==> src/logic/frl_pkg.sv <==
// Package with the constants, register map and state encodings of the frame reset and lock status block.
package frl_pkg;

  // Core clock rate.
  localparam int unsigned CLK_HZ         = 20_000_000;

  // Frame reset train rates as exact fractions: 3000/1001 Hz, 25/4 Hz and 3/1 Hz.
  localparam int unsigned FR1_NUM        = 3000;
  localparam int unsigned FR1_DEN        = 1001;
  localparam int unsigned FR2_NUM        = 25;
  localparam int unsigned FR2_DEN        = 4;
  localparam int unsigned FR3_NUM        = 3;
  localparam int unsigned FR3_DEN        = 1;

  // Phase accumulator steps and default moduli; rate = CLK_HZ * step / modulus.
  localparam logic [24:0] FR1_STEP       = 25'h0000003;
  localparam logic [24:0] FR2_STEP       = 25'h0000001;
  localparam logic [24:0] FR3_STEP       = 25'h0000003;
  localparam int unsigned FR1_MOD_DEF    = CLK_HZ / 1000 * FR1_DEN;                     // 20020000
  localparam int unsigned FR2_MOD_DEF    = CLK_HZ * FR2_DEN / FR2_NUM;                  // 3200000
  localparam int unsigned FR3_MOD_DEF    = CLK_HZ * 3 / FR3_NUM * FR3_DEN;             // 20000000
  localparam logic [9:0]  EPOCH_SEC_LAST = 10'h3E8;                                     // 1001 s common period

  // Timing of position acquisition and indicator flash.
  localparam int unsigned ACQ_POS_S      = 60;
  localparam int unsigned ACQ_POS_CYC    = ACQ_POS_S * CLK_HZ;
  localparam int unsigned FLASH_HALF_MS  = 500;
  localparam int unsigned FLASH_HALF_CYC = FLASH_HALF_MS * (CLK_HZ / 1000);

  // Lock quality score values and quality thresholds.
  localparam logic [3:0]  SCORE_LOCK_MIN = 4'h6;
  localparam logic [7:0]  QUAL_TH7       = 8'h10;                                       // 16
  localparam logic [7:0]  QUAL_TH8       = 8'h1A;                                       // 26
  localparam logic [7:0]  QUAL_TH9       = 8'h2A;                                       // 42
  localparam logic [7:0]  QUAL_TH10      = 8'h44;                                       // 68
  localparam logic [7:0]  QUAL_TH11      = 8'h6E;                                       // 110

  // Register byte offsets.
  localparam logic [7:0]  OFS_CTRL       = 8'h00;
  localparam logic [7:0]  OFS_THRESH     = 8'h04;
  localparam logic [7:0]  OFS_SCORE      = 8'h08;
  localparam logic [7:0]  OFS_EPOCH      = 8'h0C;
  localparam logic [7:0]  OFS_IRQ_STAT   = 8'h10;
  localparam logic [7:0]  OFS_IRQ_MASK   = 8'h14;

  // Control fields and reset values.
  localparam int unsigned CTRL_EXT_BIT   = 0;
  localparam int unsigned CTRL_SAT_BIT   = 1;
  localparam int unsigned CTRL_REACQ_BIT = 2;
  localparam logic [1:0]  CTRL_RST       = 2'h0;
  localparam logic [3:0]  THRESH_RST     = 4'h6;

  // Interrupt status bits.
  localparam int unsigned IRQ_W          = 4;
  localparam int unsigned IRQ_SCORE_CHG  = 0;
  localparam int unsigned IRQ_WARN       = 1;
  localparam int unsigned IRQ_LOCK_LOST  = 2;
  localparam int unsigned IRQ_POS_STORE  = 3;

  // Lock tracking states.
  typedef enum logic [6:0] {
    ST_NOSIG  = 7'h01,
    ST_LOWSIG = 7'h02,
    ST_ACQSAT = 7'h04,
    ST_BADPOS = 7'h08,
    ST_ACQPOS = 7'h10,
    ST_ADJPH  = 7'h20,
    ST_LOCKED = 7'h40
  } frl_state_t;

endpackage

==> src/logic/frl_top.sv <==
// Frame reset pulse trains, satellite lock quality tracking, indicator drive and AHB-Lite registers.
//
// The AHB-Lite interface to the registers and the placing of the registers are this design's own decisions.

// How it works
// - Frame reset train one at 2.997 Hz.
// - Frame reset train two at 6.250 Hz.
// - Frame reset train three at 3.000 Hz.
// - With satellite timing, align trains at epoch.
// - Internal mode keeps the reference indicator off.
// - External: steady at score six up, else flash.
// - No signal present reports score zero.
// - Weak unusable signal reports score one.
// - Choosing satellites reports score two.
// - Position mismatch reports three, then moves four.
// - Score four averages fixes, stores, also manually.
// - Aligning time base reports score five.
// - Scores six up only within 150 ns.
// - Locked score chosen by signal quality thresholds.
// - Warning when score falls below software threshold.
module frl_top
  import frl_pkg::*;
#(
  parameter int unsigned FR1_MOD   = frl_pkg::FR1_MOD_DEF,    // Train one accumulator modulus.
  parameter int unsigned FR2_MOD   = frl_pkg::FR2_MOD_DEF,    // Train two accumulator modulus.
  parameter int unsigned FR3_MOD   = frl_pkg::FR3_MOD_DEF,    // Train three accumulator modulus.
  parameter int unsigned ACQ_CYC   = frl_pkg::ACQ_POS_CYC,    // Position acquisition length in cycles.
  parameter int unsigned FLASH_CYC = frl_pkg::FLASH_HALF_CYC  // Half flash period in cycles.
) (
  input  wire logic        core_clk_i,       // System clock, 20 MHz.
  input  wire logic        nrst_i,           // Synchronous reset, active low.
  input  wire logic        hsel_i,           // AHB slave select.
  input  wire logic [31:0] haddr_i,          // AHB address.
  input  wire logic [1:0]  htrans_i,         // AHB transfer type.
  input  wire logic        hwrite_i,         // AHB write flag.
  input  wire logic [2:0]  hsize_i,          // AHB transfer size.
  input  wire logic [31:0] hwdata_i,         // AHB write data.
  input  wire logic        hready_i,         // AHB bus ready.
  output logic      [31:0] hrdata_o,         // AHB read data.
  output logic             hreadyout_o,      // AHB slave ready.
  output logic             hresp_o,          // AHB response, always OKAY.
  input  wire logic        rx_present_i,     // Receiver sees some signal.
  input  wire logic        rx_usable_i,      // Receiver can extract timing.
  input  wire logic        rx_selected_i,    // Receiver has chosen its satellites.
  input  wire logic        rx_pos_diff_i,    // Stored position differs from fix.
  input  wire logic        rx_fix_i,         // Toggles on each new position fix.
  input  wire logic        rx_phase_ok_i,    // Frame phase within 150 ns of satellite.
  input  wire logic        rx_pps_i,         // Satellite pulse per second.
  input  wire logic [7:0]  rx_quality_i,     // Signal quality figure.
  output logic      [2:0]  frame_rst_o,      // Frame reset pulses, one per train.
  output logic             ref_led_o,        // External reference indicator.
  output logic             warn_o,           // Signal warning level.
  output logic             pos_store_o,      // Pulse: write averaged position.
  output logic             irq_o             // Level interrupt.
);
  import frl_pkg::*;

  // Two-flop synchronisers for all receiver pins.
  // Quality is not gray coded; hold it three cycles.
  logic [14:0] rx_meta;
  logic [14:0] rx_sync;
  logic        pps_d;
  logic        fix_d;
  always_ff @(posedge core_clk_i) begin
    if (!nrst_i) begin
      rx_meta <= 15'h0000;
      rx_sync <= 15'h0000;
      pps_d   <= 1'b0;
      fix_d   <= 1'b0;
    end else begin
      rx_meta <= {rx_quality_i, rx_pps_i, rx_phase_ok_i, rx_fix_i, rx_pos_diff_i,
                  rx_selected_i, rx_usable_i, rx_present_i};
      rx_sync <= rx_meta;
      pps_d   <= rx_sync[6];
      fix_d   <= rx_sync[4];
    end
  end

  // Synchronised levels and edge events.
  logic       s_present, s_usable, s_selected, s_pos_diff, s_phase_ok, pps_edge, fix_evt;
  logic [7:0] s_quality;
  assign s_present  = rx_sync[0];
  assign s_usable   = rx_sync[1];
  assign s_selected = rx_sync[2];
  assign s_pos_diff = rx_sync[3];
  assign s_phase_ok = rx_sync[5];
  assign s_quality  = rx_sync[14:7];
  assign pps_edge   = rx_sync[6] & ~pps_d;
  assign fix_evt    = rx_sync[4] ^ fix_d;

  // Registers; software writes all but score and state, which it only reads.
  logic [1:0]        ctrl;
  logic [3:0]        thresh;
  logic [9:0]        epoch_sec;
  logic [IRQ_W-1:0]  irq_stat;
  logic [IRQ_W-1:0]  irq_mask;
  logic [3:0]        score;
  frl_state_t        state;

  // AHB-Lite slave: writes take effect at the data phase edge, reads insert one wait state
  // so that hrdata comes from a flop and already sees a write made just before.
  logic       ap_wr, ap_rd, rd_wait;
  logic [7:0] ap_addr;
  logic       take;
  logic       wr_en;
  assign take        = hsel_i & htrans_i[1] & hready_i;
  assign hreadyout_o = ~(ap_rd & ~rd_wait);
  assign hresp_o     = 1'b0;
  assign wr_en       = ap_wr;

  // Address phase capture, frozen during a read wait.
  always_ff @(posedge core_clk_i) begin
    if (!nrst_i) begin
      ap_wr   <= 1'b0;
      ap_rd   <= 1'b0;
      ap_addr <= 8'h00;
    end else if (hready_i) begin
      ap_wr   <= take & hwrite_i;
      ap_rd   <= take & ~hwrite_i;
      ap_addr <= haddr_i[7:0];
    end
  end

  // Read data mux, loaded during the wait cycle; unmapped offsets read zero.
  always_ff @(posedge core_clk_i) begin
    if (!nrst_i) begin
      rd_wait  <= 1'b0;
      hrdata_o <= 32'h00000000;
    end else if (ap_rd && !rd_wait) begin
      rd_wait <= 1'b1;
      case (ap_addr)
        OFS_CTRL:     hrdata_o <= {30'h00000000, ctrl};
        OFS_THRESH:   hrdata_o <= {28'h0000000, thresh};
        OFS_SCORE:    hrdata_o <= {21'h000000, state, score};
        OFS_EPOCH:    hrdata_o <= {22'h000000, epoch_sec};
        OFS_IRQ_STAT: hrdata_o <= {28'h0000000, irq_stat};
        OFS_IRQ_MASK: hrdata_o <= {28'h0000000, irq_mask};
        default:      hrdata_o <= 32'h00000000;
      endcase
    end else begin
      rd_wait <= 1'b0;
    end
  end

  // Control, threshold and mask registers.
  logic reacq_req;
  assign reacq_req = wr_en && ap_addr == OFS_CTRL && hwdata_i[CTRL_REACQ_BIT];
  always_ff @(posedge core_clk_i) begin
    if (!nrst_i) begin
      ctrl     <= CTRL_RST;
      thresh   <= THRESH_RST;
      irq_mask <= '0;
    end else if (wr_en) begin
      if (ap_addr == OFS_CTRL)     ctrl     <= hwdata_i[1:0];
      if (ap_addr == OFS_THRESH)   thresh   <= hwdata_i[3:0];
      if (ap_addr == OFS_IRQ_MASK) irq_mask <= hwdata_i[IRQ_W-1:0];
    end
  end

  // Epoch second counter modulo 1001; software loads it, the pulse per second advances it.
  logic epoch_align;
  assign epoch_align = ctrl[CTRL_SAT_BIT] & pps_edge & (epoch_sec == EPOCH_SEC_LAST);
  always_ff @(posedge core_clk_i) begin
    if (!nrst_i) begin
      epoch_sec <= 10'h000;
    end else if (wr_en && ap_addr == OFS_EPOCH) begin
      epoch_sec <= hwdata_i[9:0];
    end else if (pps_edge) begin
      epoch_sec <= (epoch_sec == EPOCH_SEC_LAST) ? 10'h000 : epoch_sec + 10'h001;
    end
  end

  // Three rational phase accumulators; trains one and three meet every 1001 s, train two every 4004 s, so the epoch restart
  // keeps them aligned with each other and with satellite time.
  localparam int unsigned FR_MOD [3]  = '{FR1_MOD, FR2_MOD, FR3_MOD};
  localparam logic [24:0] FR_STEP [3] = '{FR1_STEP, FR2_STEP, FR3_STEP};
  genvar g;
  generate
    for (g = 0; g < 3; g++) begin : gen_train
      logic [24:0] acc;
      logic [25:0] sum;
      assign sum = {1'b0, acc} + {1'b0, FR_STEP[g]};
      // Epoch restart outranks the wrap.
      always_ff @(posedge core_clk_i) begin
        if (!nrst_i) begin
          acc            <= 25'h0000000;
          frame_rst_o[g] <= 1'b0;
        end else if (epoch_align) begin
          acc            <= 25'h0000000;
          frame_rst_o[g] <= 1'b1;
        end else if (sum >= 26'(FR_MOD[g])) begin
          acc            <= 25'(sum - 26'(FR_MOD[g]));
          frame_rst_o[g] <= 1'b1;
        end else begin
          acc            <= sum[24:0];
          frame_rst_o[g] <= 1'b0;
        end
      end
    end
  endgenerate

  // Lock tracking state machine.
  logic [31:0] acq_cnt;
  logic        acq_done;
  frl_state_t  next_state;
  assign acq_done = (acq_cnt >= ACQ_CYC - 1);
  // Signal loss and manual requests win.
  always_comb begin
    next_state = state;
    if (!s_present) begin
      next_state = ST_NOSIG;
    end else if (!s_usable) begin
      next_state = ST_LOWSIG;
    end else if (reacq_req) begin
      next_state = ST_ACQPOS;
    end else begin
      case (state)
        ST_NOSIG, ST_LOWSIG: next_state = ST_ACQSAT;
        ST_ACQSAT: begin
          if (s_selected) next_state = s_pos_diff ? ST_BADPOS : ST_ADJPH;
        end
        ST_BADPOS: next_state = ST_ACQPOS;
        ST_ACQPOS: begin
          if (acq_done) next_state = ST_ADJPH;
        end
        ST_ADJPH: begin
          if (s_phase_ok) next_state = ST_LOCKED;
        end
        ST_LOCKED: begin
          if (!s_phase_ok) next_state = ST_ADJPH;
        end
        default: next_state = ST_NOSIG;
      endcase
    end
  end

  // State register.
  always_ff @(posedge core_clk_i) begin
    if (!nrst_i) state <= ST_NOSIG;
    else         state <= next_state;
  end

  // Acquisition timer and fix accumulation; the store pulse fires once when averaging ends.
  logic [15:0] fix_cnt;
  always_ff @(posedge core_clk_i) begin
    if (!nrst_i) begin
      acq_cnt     <= 32'h00000000;
      fix_cnt     <= 16'h0000;
      pos_store_o <= 1'b0;
    end else begin
      pos_store_o <= 1'b0;
      // Leaving acquisition clears the counters.
      if (state != ST_ACQPOS || next_state != ST_ACQPOS) begin
        acq_cnt <= 32'h00000000;
        fix_cnt <= 16'h0000;
        if (state == ST_ACQPOS && next_state == ST_ADJPH) begin
          pos_store_o <= (fix_cnt != 16'h0000);
        end
      end else begin
        acq_cnt <= acq_cnt + 32'h00000001;
        if (fix_evt) fix_cnt <= fix_cnt + 16'h0001;
      end
    end
  end

  // Score from state; locked score chosen by quality thresholds.
  logic [3:0] next_score;
  always_comb begin
    case (state)
      ST_NOSIG:  next_score = 4'h0;
      ST_LOWSIG: next_score = 4'h1;
      ST_ACQSAT: next_score = 4'h2;
      ST_BADPOS: next_score = 4'h3;
      ST_ACQPOS: next_score = 4'h4;
      ST_ADJPH:  next_score = 4'h5;
      // A figure equal to a threshold stays lower.
      ST_LOCKED: begin
        if      (s_quality > QUAL_TH11) next_score = 4'hB;
        else if (s_quality > QUAL_TH10) next_score = 4'hA;
        else if (s_quality > QUAL_TH9)  next_score = 4'h9;
        else if (s_quality > QUAL_TH8)  next_score = 4'h8;
        else if (s_quality > QUAL_TH7)  next_score = 4'h7;
        else                            next_score = 4'h6;
      end
      default:   next_score = 4'h0;
    endcase
  end

  // Score register, read by the indicator.
  always_ff @(posedge core_clk_i) begin
    if (!nrst_i) score <= 4'h0;
    else         score <= next_score;
  end

  // Warning level; registered from the next score, so it changes in the same cycle as the score.
  always_ff @(posedge core_clk_i) begin
    if (!nrst_i) warn_o <= 1'b0;
    else         warn_o <= (next_score < thresh);
  end

  // Flash enable divider: one pulse every half period gives a 50 percent duty.
  // Free running: a flash may start mid-period.
  logic [31:0] flash_cnt;
  logic        flash_ph;
  always_ff @(posedge core_clk_i) begin
    if (!nrst_i) begin
      flash_cnt <= 32'h00000000;
      flash_ph  <= 1'b0;
    end else if (flash_cnt >= FLASH_CYC - 1) begin
      flash_cnt <= 32'h00000000;
      flash_ph  <= ~flash_ph;
    end else begin
      flash_cnt <= flash_cnt + 32'h00000001;
    end
  end

  // Indicator drive.
  // The indicator lags the score by one cycle.
  always_ff @(posedge core_clk_i) begin
    if (!nrst_i)                      ref_led_o <= 1'b0;
    else if (!ctrl[CTRL_EXT_BIT])     ref_led_o <= 1'b0;
    else if (score >= SCORE_LOCK_MIN) ref_led_o <= 1'b1;
    else                              ref_led_o <= flash_ph;
  end

  // Sticky interrupt status; a hardware event wins over a write-one clear in the same cycle.
  logic [IRQ_W-1:0] irq_evt;
  logic [IRQ_W-1:0] irq_clr;
  assign irq_evt[IRQ_SCORE_CHG] = (next_score != score);
  assign irq_evt[IRQ_WARN]      = (next_score < thresh) & ~warn_o;
  assign irq_evt[IRQ_LOCK_LOST] = (state == ST_LOCKED) & (next_state != ST_LOCKED);
  assign irq_evt[IRQ_POS_STORE] = pos_store_o;

  // Writing one clears; zero leaves a bit.
  assign irq_clr = (wr_en && ap_addr == OFS_IRQ_STAT) ? hwdata_i[IRQ_W-1:0] : '0;
  always_ff @(posedge core_clk_i) begin
    if (!nrst_i) begin
      irq_stat <= '0;
      irq_o    <= 1'b0;
    end else begin
      irq_stat <= (irq_stat & ~irq_clr) | irq_evt;
      irq_o    <= |(((irq_stat & ~irq_clr) | irq_evt) & irq_mask);
    end
  end
endmodule

==> config.mk <==
export PLATFORM = sky130hd
export DESIGN_NAME = frl_top
export DESIGN_NICKNAME = d
export VERILOG_FILES = /design/src/logic/frl_pkg.sv /design/src/logic/frl_top.sv
export SDC_FILE = /design/constraint.sdc
export NUM_CORES = 1
export LEC_CHECK = 0
export BUFFER_PORTS_ARGS = -buffer_cell sky130_fd_sc_hd__buf_4
export CORE_MARGIN = 4
export CORE_UTILIZATION = 51
export CTS_CLUSTER_SIZE = 24
export DETAILED_ROUTE_END_ITERATION = 8
export PLACE_DENSITY = 0.78
export SKIP_CTS_REPAIR_TIMING = 1
export SYNTH_ARGS = -nofsm -noshare
export SYNTH_HDL_FRONTEND = slang
export SYNTH_SLANG_ARGS = --single-unit
==> constraint.sdc <==
create_clock -name core_clk_i -period 3.1 [get_ports core_clk_i]
set_input_delay 0.155 -clock core_clk_i [delete_from_list [all_inputs] [get_ports core_clk_i]]
set_output_delay 0.155 -clock core_clk_i [all_outputs]
set_load 0.02 [all_outputs]
# After elaboration in Yosys (flattened, before gate mapping)
# Cells that the tools add are included.
[totals]
memories = 0
ff_bits = 273
romBits = 0
output_inout_bits = 41
mem_bits_rw = 0
wordCells = 144
latch_bits = 0
[op_classes]
shift = 0
n_reduce_logical = 21
order_cmp = 12
div = 0
bitwise = 22
mux = 31
n_eq_ne = 18
addsub = 10
mul = 0
[ops]
columns = ["op", "count"]
rows = [
  ["$mux 25", 3],
  ["$pmux 11 s6", 1],
  ["$add 32x1->32 const B", 2],
  ["$add 25x2->26 const B", 2],
  ["$ge 26x25->1 const B", 2],
  ["$sub 25x25->25 const B", 2],
  ["$mux 7", 7],
  ["$pmux 7 s6", 1],
  ["$ge 32x24->1 const B", 1],
  ["$ge 32x31->1 const B", 1],
  ["$mux 10", 3],
  ["$add 25x1->26 const B", 1],
  ["$ge 26x22->1 const B", 1],
  ["$sub 25x22->25 const B", 1],
  ["$pmux 4 s6", 1],
  ["$mux 4", 5],
  ["$add 16x1->16 const B", 1],
  ["$eq 8x4->1 const B", 2],
  ["$eq 8x5->1 const B", 2],
  ["$gt 8x5->1 const B", 2],
  ["$gt 8x7->1 const B", 2],
  ["$reduce_bool 16->1", 1],
  ["$eq 7x6->1 const B", 2],
  ["$ne 7x5->1 const B", 2],
  ["other kinds (31)", 66],
]

# Depth between registers and ports, before layout
# Gate-level depths: netlist (run 1).
[depth]
depth_word = 12
depth_mapped = 16
mapped_depth_nobuf = 14

# Worst setup path after synthesis (run 1)
# Ideal clock, no wire load.
[synth_path]
path_kind = "register -> register"
from = "register gen_train[2].acc[0]"
to = "register gen_train[2].acc[16]"
setup_time_ps = 128
required_time_ps = 2972
path_slack_ps = -184
stages_incl_launch_ff = 16
synth_period_minus_slack_ps = 3284
arrival_time_ps = 3156
path_cell_list = "dfxtp_1 inv_1 ha_1 nand3b_1 nor2_1 xnor2_1 ha_1 or3_1 o32a_1 a211oi_1 a211o_1 o211ai_2 buf_2 a21oi_1 xor2_1 nor2_1"
[synth_via]
elab_chain_len = 3
elab_cells_between_ends = 4
cone_classes = "2 x add/sub; 1 x order compare; 1 x mux"
[synth_rtl]
columns = ["element", "line_no", "source"]
rows = [
  ["from (decl)", "frl_top.sv:180", "logic [24:0] acc;"],
  ["from (signal assigned)", "frl_top.sv:192", "acc <= 25'(sum - 26'(FR_MOD[g]));"],
  ["from (signal assigned)", "frl_top.sv:195", "acc <= sum[24:0];"],
  ["$add 25x2->26 (*)", "frl_top.sv:182", "assign sum = {1'b0, acc} + {1'b0, FR_STEP[g]};"],
  ["net gen_train[2].sum[0]", "frl_top.sv:181", "logic [25:0] sum;"],
  ["$sub 25x25->25 / $ge 26x25->1 (equally long branches)", "frl_top.sv:192, frl_top.sv:191", ""],
  ["$mux 25 (*)", "frl_top.sv:191", "end else if (sum >= 26'(FR_MOD[g])) begin"],
]
# Mark *: on every way through the listed nets, which the timed path passes. The rest lies on a longest branch.
# A chain may end at the register's enable or synchronous reset.

# Final worst setup path (run 1)
[layout_path]
from = "register gen_train[2].acc[0]"
to = "register gen_train[2].acc[17]"
# The elaborated chain is that of the path after synthesis.

==> impl_metrics.py, run 1 <==
metrics = {
    "worst_setup_path": {
        "crit_path_start_kind": "flip-flop",
        "worstPathRequired_ns": 3.52,
        "cp.arrival_ns": 3.47,
        "worstPathCellList": "inv_2 -> ha_4 -> nand3b_1 -> nor2_2 -> xnor2_2 -> ha_2 -> or3_1 -> o32a_1 -> a211oi_2 -> a211o_1 -> o211ai_4 -> a21oi_2 -> buf_4 -> xnor2_1 -> nor2_1",
        "crit_path_max_incr_delay_ns": 0.38,
        "path_max_fanout": 8,
        "critPathTopFamily": "compound AO/OA/AOI/OAI gates",
        "cp_num_buf_inv": 2,
        "critical_path_class": "flip-flop to flip-flop",
        "slowest_stage": "o211ai_4",
        "end_kind": "flip-flop",
    },
    "sta": {
        "min_period_ns": 3.05,
        "finalMaxSlewViolations": 0,
        "period_share": 0.984,
        "fin_setup_tns_ns": 0,
        "setup_viol": 0,
        "hold_viol": 0,
        "fmax_mhz": 328,
        "whs_ns": 0.0270,
        "slew-limit-headroom": 0.495,
        "fin_worst_skew_ns": 0.0214,
        "grt_setup_unrepaired": "yes",
        "worstMarginPinSlew_ns": 0.754,
    },
    "run_status": {
        "status": "finished, final reports clean",
    },
    "clock_tree": {
        "cts-root-buf": "clkbuf_16",
        "htreeDepth": 1,
        "clock_latency_ns": 0.54,
        "clockBufferDepth": 3,
        "clk_pin_slew_ns": 0.07,
        "cts_made_buffers": 26,
        "cts_sinks": 252,
        "cts_tree": "done",
    },
    "die": {
        "io_pins": 130,
        "initial_core_util": 0.524,
        "dieHeight_um": 170,
        "die-area_sq_um": 28800,
        "row_count": 58,
        "chipWidth_um": 170,
        "core_sq_um": 25500,
    },
    "detailed_routing": {
        "drtIter0Drc": 893,
        "wl_met2_um": 15600,
        "dr.pass1.iters": 5,
        "avgRoutedWirePerCell_um": 15.0,
        "wl_um": 31800,
        "route.met3.wl_um": 1530,
        "routed_via_density": 5.66,
        "highest_layer": "met4",
        "antenna_left": 0,
        "routed-via-count": 11978,
        "drc": 0,
        "met1_length_um": 13900,
    },
    "pwr": {
        "ir_drop_uv": 471,
        "power.switching_mw": 2.11,
        "intPower_mw": 6.02,
        "power_density_nw_per_um2": 502,
        "p_seq_frac": 0.431,
        "clock_power_share": 0.426,
        "p_leak_nw": 6.04,
        "p_comb_frac": 0.143,
        "switching_share": 0.260,
    },
    "place": {
        "hpwl_um": 21000,
        "gp_congestion": 0.900,
        "dp.cells": 2019,
        "place_area_sq_um": 14500,
        "portBuffers": 57,
    },
    "synthesis": {
        "async_flop_share": 0,
        "synthCells": 1613,
        "ys_seq_area_frac": 0.378,
        "yosys_warnings": 0,
        "synth_edf_count": 0,
        "syn-mean-instance-area_sq_um": 8.27,
        "netlist_area_sq_um": 13300,
        "ys_seq_elements": 252,
        "synth_ff_type": "dfxtp_1",
        "synth.distinct_cells": 85,
    },
    "min_path": {
        "hold_class": "input port to flip-flop",
    },
    "cells_and_area": {
        "syn_to_final_growth_pct": 21.4,
        "final_util": 0.636,
        "layout.nets": 1873,
        "finalNonFillerCells": 2115,
        "mostFrequentLayoutCell": "nor2_1",
        "layout_common_cells": "249 x nor2_1, 247 x dfxtp_1, 155 x buf_4",
        "num_antenna_cells": 0,
        "fin_area_sq_um": 16200,
        "drive_above_1_share": 0.169,
    },
    "grt": {
        "overflow": 0,
        "track_usage": 0.200,
        "antenna_found_initial": 0,
        "grt_max_degree": 53,
        "grt_pass1_vias": 11193,
        "grt_pass1_wl_um": 50500,
    },
    "run": {
        "drv_cap": 0,
    },
}
path summary, 6_finish.rpt:
check	start	to	slack, ns	depth (start not counted)
max	gen_train[2].acc[0]	gen_train[2].acc[17]	0.05	15
max reg2reg	gen_train[2].acc[0]	gen_train[2].acc[17]	0.05	15
min	nrst_i	thresh[1]	0.03	2
min reg2reg	rx_meta[14]	rx_sync[14]	0.43	1
sequential cells by signal (all words and copies together), names as in the netlist, 2 cells and up:
name	count
hrdata_o	11
ctrl	2
flash_cnt	32
irq_stat	4
gen_train.acc	75
state	7
epoch_sec	10
acq_cnt	32
ap_addr	8
frame_rst_o	3
rx_sync	15
score	4
thresh	4
rx_meta	15
fix_cnt	16
irq_mask	4
through the flow:
step                total power [mW]  worst slack, ns
finish                          8.13           0.0487
global route                    8.44           -0.111
CTS                             8.03           -0.113
detailed placement              4.59          -0.0612
global placement                4.56           0.0294
floorplan                       4.32           0.0544
power by group through the flow:
| stage | registers, mW | logic (mW) | clock network, mW |
|---|---|---|---|
| floorplan | 3.51 | 0.806 | 0 |
| global placement | 3.56 | 1.00 | 0 |
| detailed placement | 3.57 | 1.03 | 0 |
| CTS | 3.49 | 1.03 | 3.50 |
| global route | 3.52 | 1.27 | 3.65 |
| finish | 3.50 | 1.16 | 3.46 |
routing by layer:
layer / vias up / global-route usage
li1: 5900 / -
met1: 5650 / 0.265
met2: 348 / 0.343
met3: 80 / 0.0247
met4: 0 / 0.0585
met5: - / 0
logic make-up (layout without fill, tap and decap cells):
kind of cell	after synthesis	after routing	share of synthesized area
adders and majority gates	19	19	0.0178
AOI/OAI and AO/OA	245	245	0.129
other	1	30	0.000281
buffers and inverters	139	282	0.0491
DFF	252	252	0.378
muxes	42	42	0.0341
and+or+nand+nor	743	743	0.278
xor gates and xnor gates	172	172	0.113
synthesized netlist by cell type, types with 37 or more instances:
master      n  area share
dfxtp_1   252        0.38
clkbuf_1   50       0.014
nand4_1    37       0.017
nand2_1   137       0.039
a21oi_1    84       0.031
xor2_1     89       0.058
nor2_1    253       0.071
nor3_1     45       0.017
inv_1      37       0.010
xnor2_1    83       0.054
nand3_1    72       0.027
and2_1     44       0.021
layout make-up:
cell class	count	area [sq um]
tap	330	413
sequential	252	5060
inverter	38	143
fill	2004	9270
clock buffer	34	741
clock inverter	14	221
timing repair buffer	196	1610
multi-input combinational	1251	8020
No activity file was read; power rests on OpenSTA's default activity.
==> run 2: changes to the inputs <==
--- a/config.mk
+++ b/config.mk
@@ -5,6 +5,7 @@
 export SDC_FILE = /design/constraint.sdc
 export NUM_CORES = 1
 export LEC_CHECK = 0
+export ABC_AREA = 1
 export BUFFER_PORTS_ARGS = -buffer_cell sky130_fd_sc_hd__buf_4
 export CORE_MARGIN = 4
 export CORE_UTILIZATION = 51
==> constraint.sdc (replaced) <==
create_clock -name core_clk_i -period 3.1 [get_ports core_clk_i]
set_input_delay 0.465 -clock core_clk_i [delete_from_list [all_inputs] [get_ports core_clk_i]]
set_output_delay 0.465 -clock core_clk_i [all_outputs]
set_load 0.02 [all_outputs]
==> run 2 against run 1 <==
Against the previous run: synthesized area rose by 8.0%; non-clock buffer count shrank 121; final area about the same; global-route usage up 1.6 points; count of clock-buffer cells in the layout rose by 2; routed wire length increased by 7.4%; die area increased by 7.7%; register-to-register slack gained 0.22 ns; utilization shrank 5.5 points; critical path type unchanged; critical endpoint is now gen_train[0].acc[17]; largest power group unchanged.
==> impl_metrics.py, run 2 <==
metrics = {
    "sta": {
        "worstMarginPinSlew_ns": 0.940,
        "finalMaxSlewViolations": 0,
        "setup_viol": 0,
        "hold_viol": 0,
        "period_share": 0.914,
        "grt_setup_unrepaired": "no",
        "slew-limit-headroom": 0.368,
        "min_period_ns": 2.83,
        "fin_worst_skew_ns": 0.0363,
        "fmax_mhz": 353,
        "fin_setup_tns_ns": 0,
        "whs_ns": 0.0815,
    },
    "die": {
        "io_pins": 130,
        "chipWidth_um": 176,
        "row_count": 61,
        "die-area_sq_um": 31000,
        "dieHeight_um": 176,
        "initial_core_util": 0.518,
        "core_sq_um": 27900,
    },
    "grt": {
        "grt_max_degree": 58,
        "track_usage": 0.215,
        "grt_pass1_vias": 13221,
        "overflow": 0,
        "grt_pass1_wl_um": 58000,
        "antenna_found_initial": 0,
    },
    "run": {
        "drv_cap": 0,
    },
    "pwr": {
        "power_density_nw_per_um2": 492,
        "power_mw": 7.96,
        "ir_drop_uv": 418,
        "switching_share": 0.273,
        "p_leak_nw": 6.89,
        "clock_power_share": 0.425,
        "p_seq_frac": 0.438,
        "p_comb_frac": 0.137,
        "intPower_mw": 5.79,
        "power.switching_mw": 2.18,
    },
    "worst_setup_path": {
        "critical_path_class": "flip-flop to flip-flop",
        "crit_path_start_kind": "flip-flop",
        "end_kind": "flip-flop",
        "reg2reg_depth": 16,
        "worstPathRequired_ns": 3.57,
        "path_max_fanout": 8,
        "cp.arrival_ns": 3.30,
    },
    "synthesis": {
        "netlist_area_sq_um": 14400,
        "synthCells": 2214,
        "syn-mean-instance-area_sq_um": 6.51,
        "synth_common_cells": "578 x nand2_1, 295 x inv_1, 294 x nor2_1",
        "yosys_warnings": 0,
        "synth_ff_type": "dfxtp_1",
        "ys_seq_elements": 252,
        "yosysMostFrequentCell": "nand2_1",
        "async_flop_share": 0,
        "ys_seq_area_frac": 0.350,
        "yosysTopAreaCell": "dfxtp_1",
        "synth_edf_count": 0,
        "synth_top_area_share": 0.350,
        "synthTopCellsByArea": "dfxtp_1 35%, nand2_1 15%, inv_1 7.7%",
        "synth.distinct_cells": 52,
    },
    "place": {
        "gp_congestion": 0.919,
        "portBuffers": 57,
        "hpwl_um": 25400,
    },
    "clock_tree": {
        "clockBufferDepth": 3,
        "cts_sinks": 252,
        "cts_tree": "done",
        "clk_pin_slew_ns": 0.06,
        "htreeDepth": 1,
        "clock_latency_ns": 0.56,
        "cts-root-buf": "clkbuf_16",
        "cts_made_buffers": 28,
    },
    "cells_and_area": {
        "num_antenna_cells": 0,
        "top_regs": "gen_train.acc x75, acq_cnt x32, flash_cnt x32",
        "layout.nets": 2395,
        "syn_to_final_growth_pct": 12.3,
        "drive_above_1_share": 0.0893,
        "n_fill_cell": 2619,
        "largest_reg_flops": 75,
        "layout_common_cells": "578 x nand2_1, 295 x inv_1, 294 x nor2_1",
        "regMostFlops": "gen_train.acc",
        "mostFrequentLayoutCell": "nand2_1",
    },
    "detailed_routing": {
        "wl_um": 34100,
        "dr.pass1.iters": 8,
        "routed-via-count": 13931,
        "drtIter0Drc": 814,
        "drc": 0,
        "routed_via_density": 5.19,
        "avgRoutedWirePerCell_um": 12.7,
        "antenna_left": 0,
    },
    "run_status": {
        "status": "finished, final reports clean",
    },
    "min_path": {
        "hold_depth": 3,
        "hold_class": "input port to flip-flop",
    },
}
[run 2: cells by family (layout without fill, tap and decap cells)]
group / after synthesis / after routing / share of synthesized area
other: 1 / 30 / 0.000260
adder cells (fa/ha/maj): 19 / 19 / 0.0165
buffers and inverters: 378 / 442 / 0.107
flip-flops: 252 / 252 / 0.350
AND/OR/NAND/NOR: 1257 / 1258 / 0.389
XOR/XNOR: 82 / 82 / 0.0498
AO/OA/AOI/OAI: 225 / 225 / 0.0869
[run 2: final cells by class]
cell class / instances / area, sq um / area share
clock buffers: 36 / 781 / 0.0482
clock inverters: 15 / 183 / 0.0113
inverters: 316 / 1190 / 0.0732
multi-input cells: 1614 / 7950 / 0.491
flip-flops and latches: 252 / 5040 / 0.312
well taps: 378 / 473 / 0.0292
repair buffers: 75 / 576 / 0.0355
[run 2: power by group through the flow]
stage | registers [mW] | logic (mW) | clock network, mW
2_1_floorplan | 3.54 | 0.860 | 0
3_3_place_gp | 3.55 | 1.03 | 0
3_5_place_dp | 3.56 | 1.06 | 0
4_1_cts | 3.48 | 1.08 | 3.45
5_1_grt | 3.51 | 1.24 | 3.58
6_report | 3.49 | 1.09 | 3.39
[run 2: metrics by stage]
stage | std cells | worst slack (ns) | instance area [sq um] | util
after detailed placement | 2634 | 0.251 | 15200 | 0.546
final | 2686 | 0.267 | 16200 | 0.581
after CTS | 2685 | 0.222 | 16200 | 0.581
after global placement | 2634 | 0.308 | 15200 | 0.546
after global routing | 2686 | 0.0211 | 16200 | 0.581
after floorplan | 2243 | 0.575 | 14500 | -
[run 2: critical path, cell delays in order, from the launching register on]
cell,delay (ns)
dfxtp_1,0.37
inv_1,0.06
ha_1,0.27
nor2_8,0.20
nand2_2,0.11
xnor2_1,0.34
inv_1,0.09
ha_1,0.27
nand2_1,0.11
nand2_1,0.08
a21oi_1,0.32
nand2_1,0.15
nand2_1,0.09
nand2_1,0.08
nand2_1,0.07
nand2_1,0.06
a21oi_1,0.11
[run 2: path summary, 6_finish.rpt]
kind	start	to	slack [ns]
worst max-delay path	gen_train[0].acc[0]	gen_train[0].acc[17]	0.27
worst min-delay path	rx_quality_i[4]	rx_meta[11]	0.08
worst max register to register	gen_train[0].acc[0]	gen_train[0].acc[17]	0.27
worst min register to register	rx_meta[11]	rx_sync[11]	0.42
[run 2: layer usage]
| metal | wire (um) | GRT usage |
|---|---|---|
| met2 | 16400 | 0.390 |
| met4 | 854 | 0.0640 |
| met5 | 0 | 0 |
| met1 | 15000 | 0.264 |
| met3 | 1900 | 0.0325 |
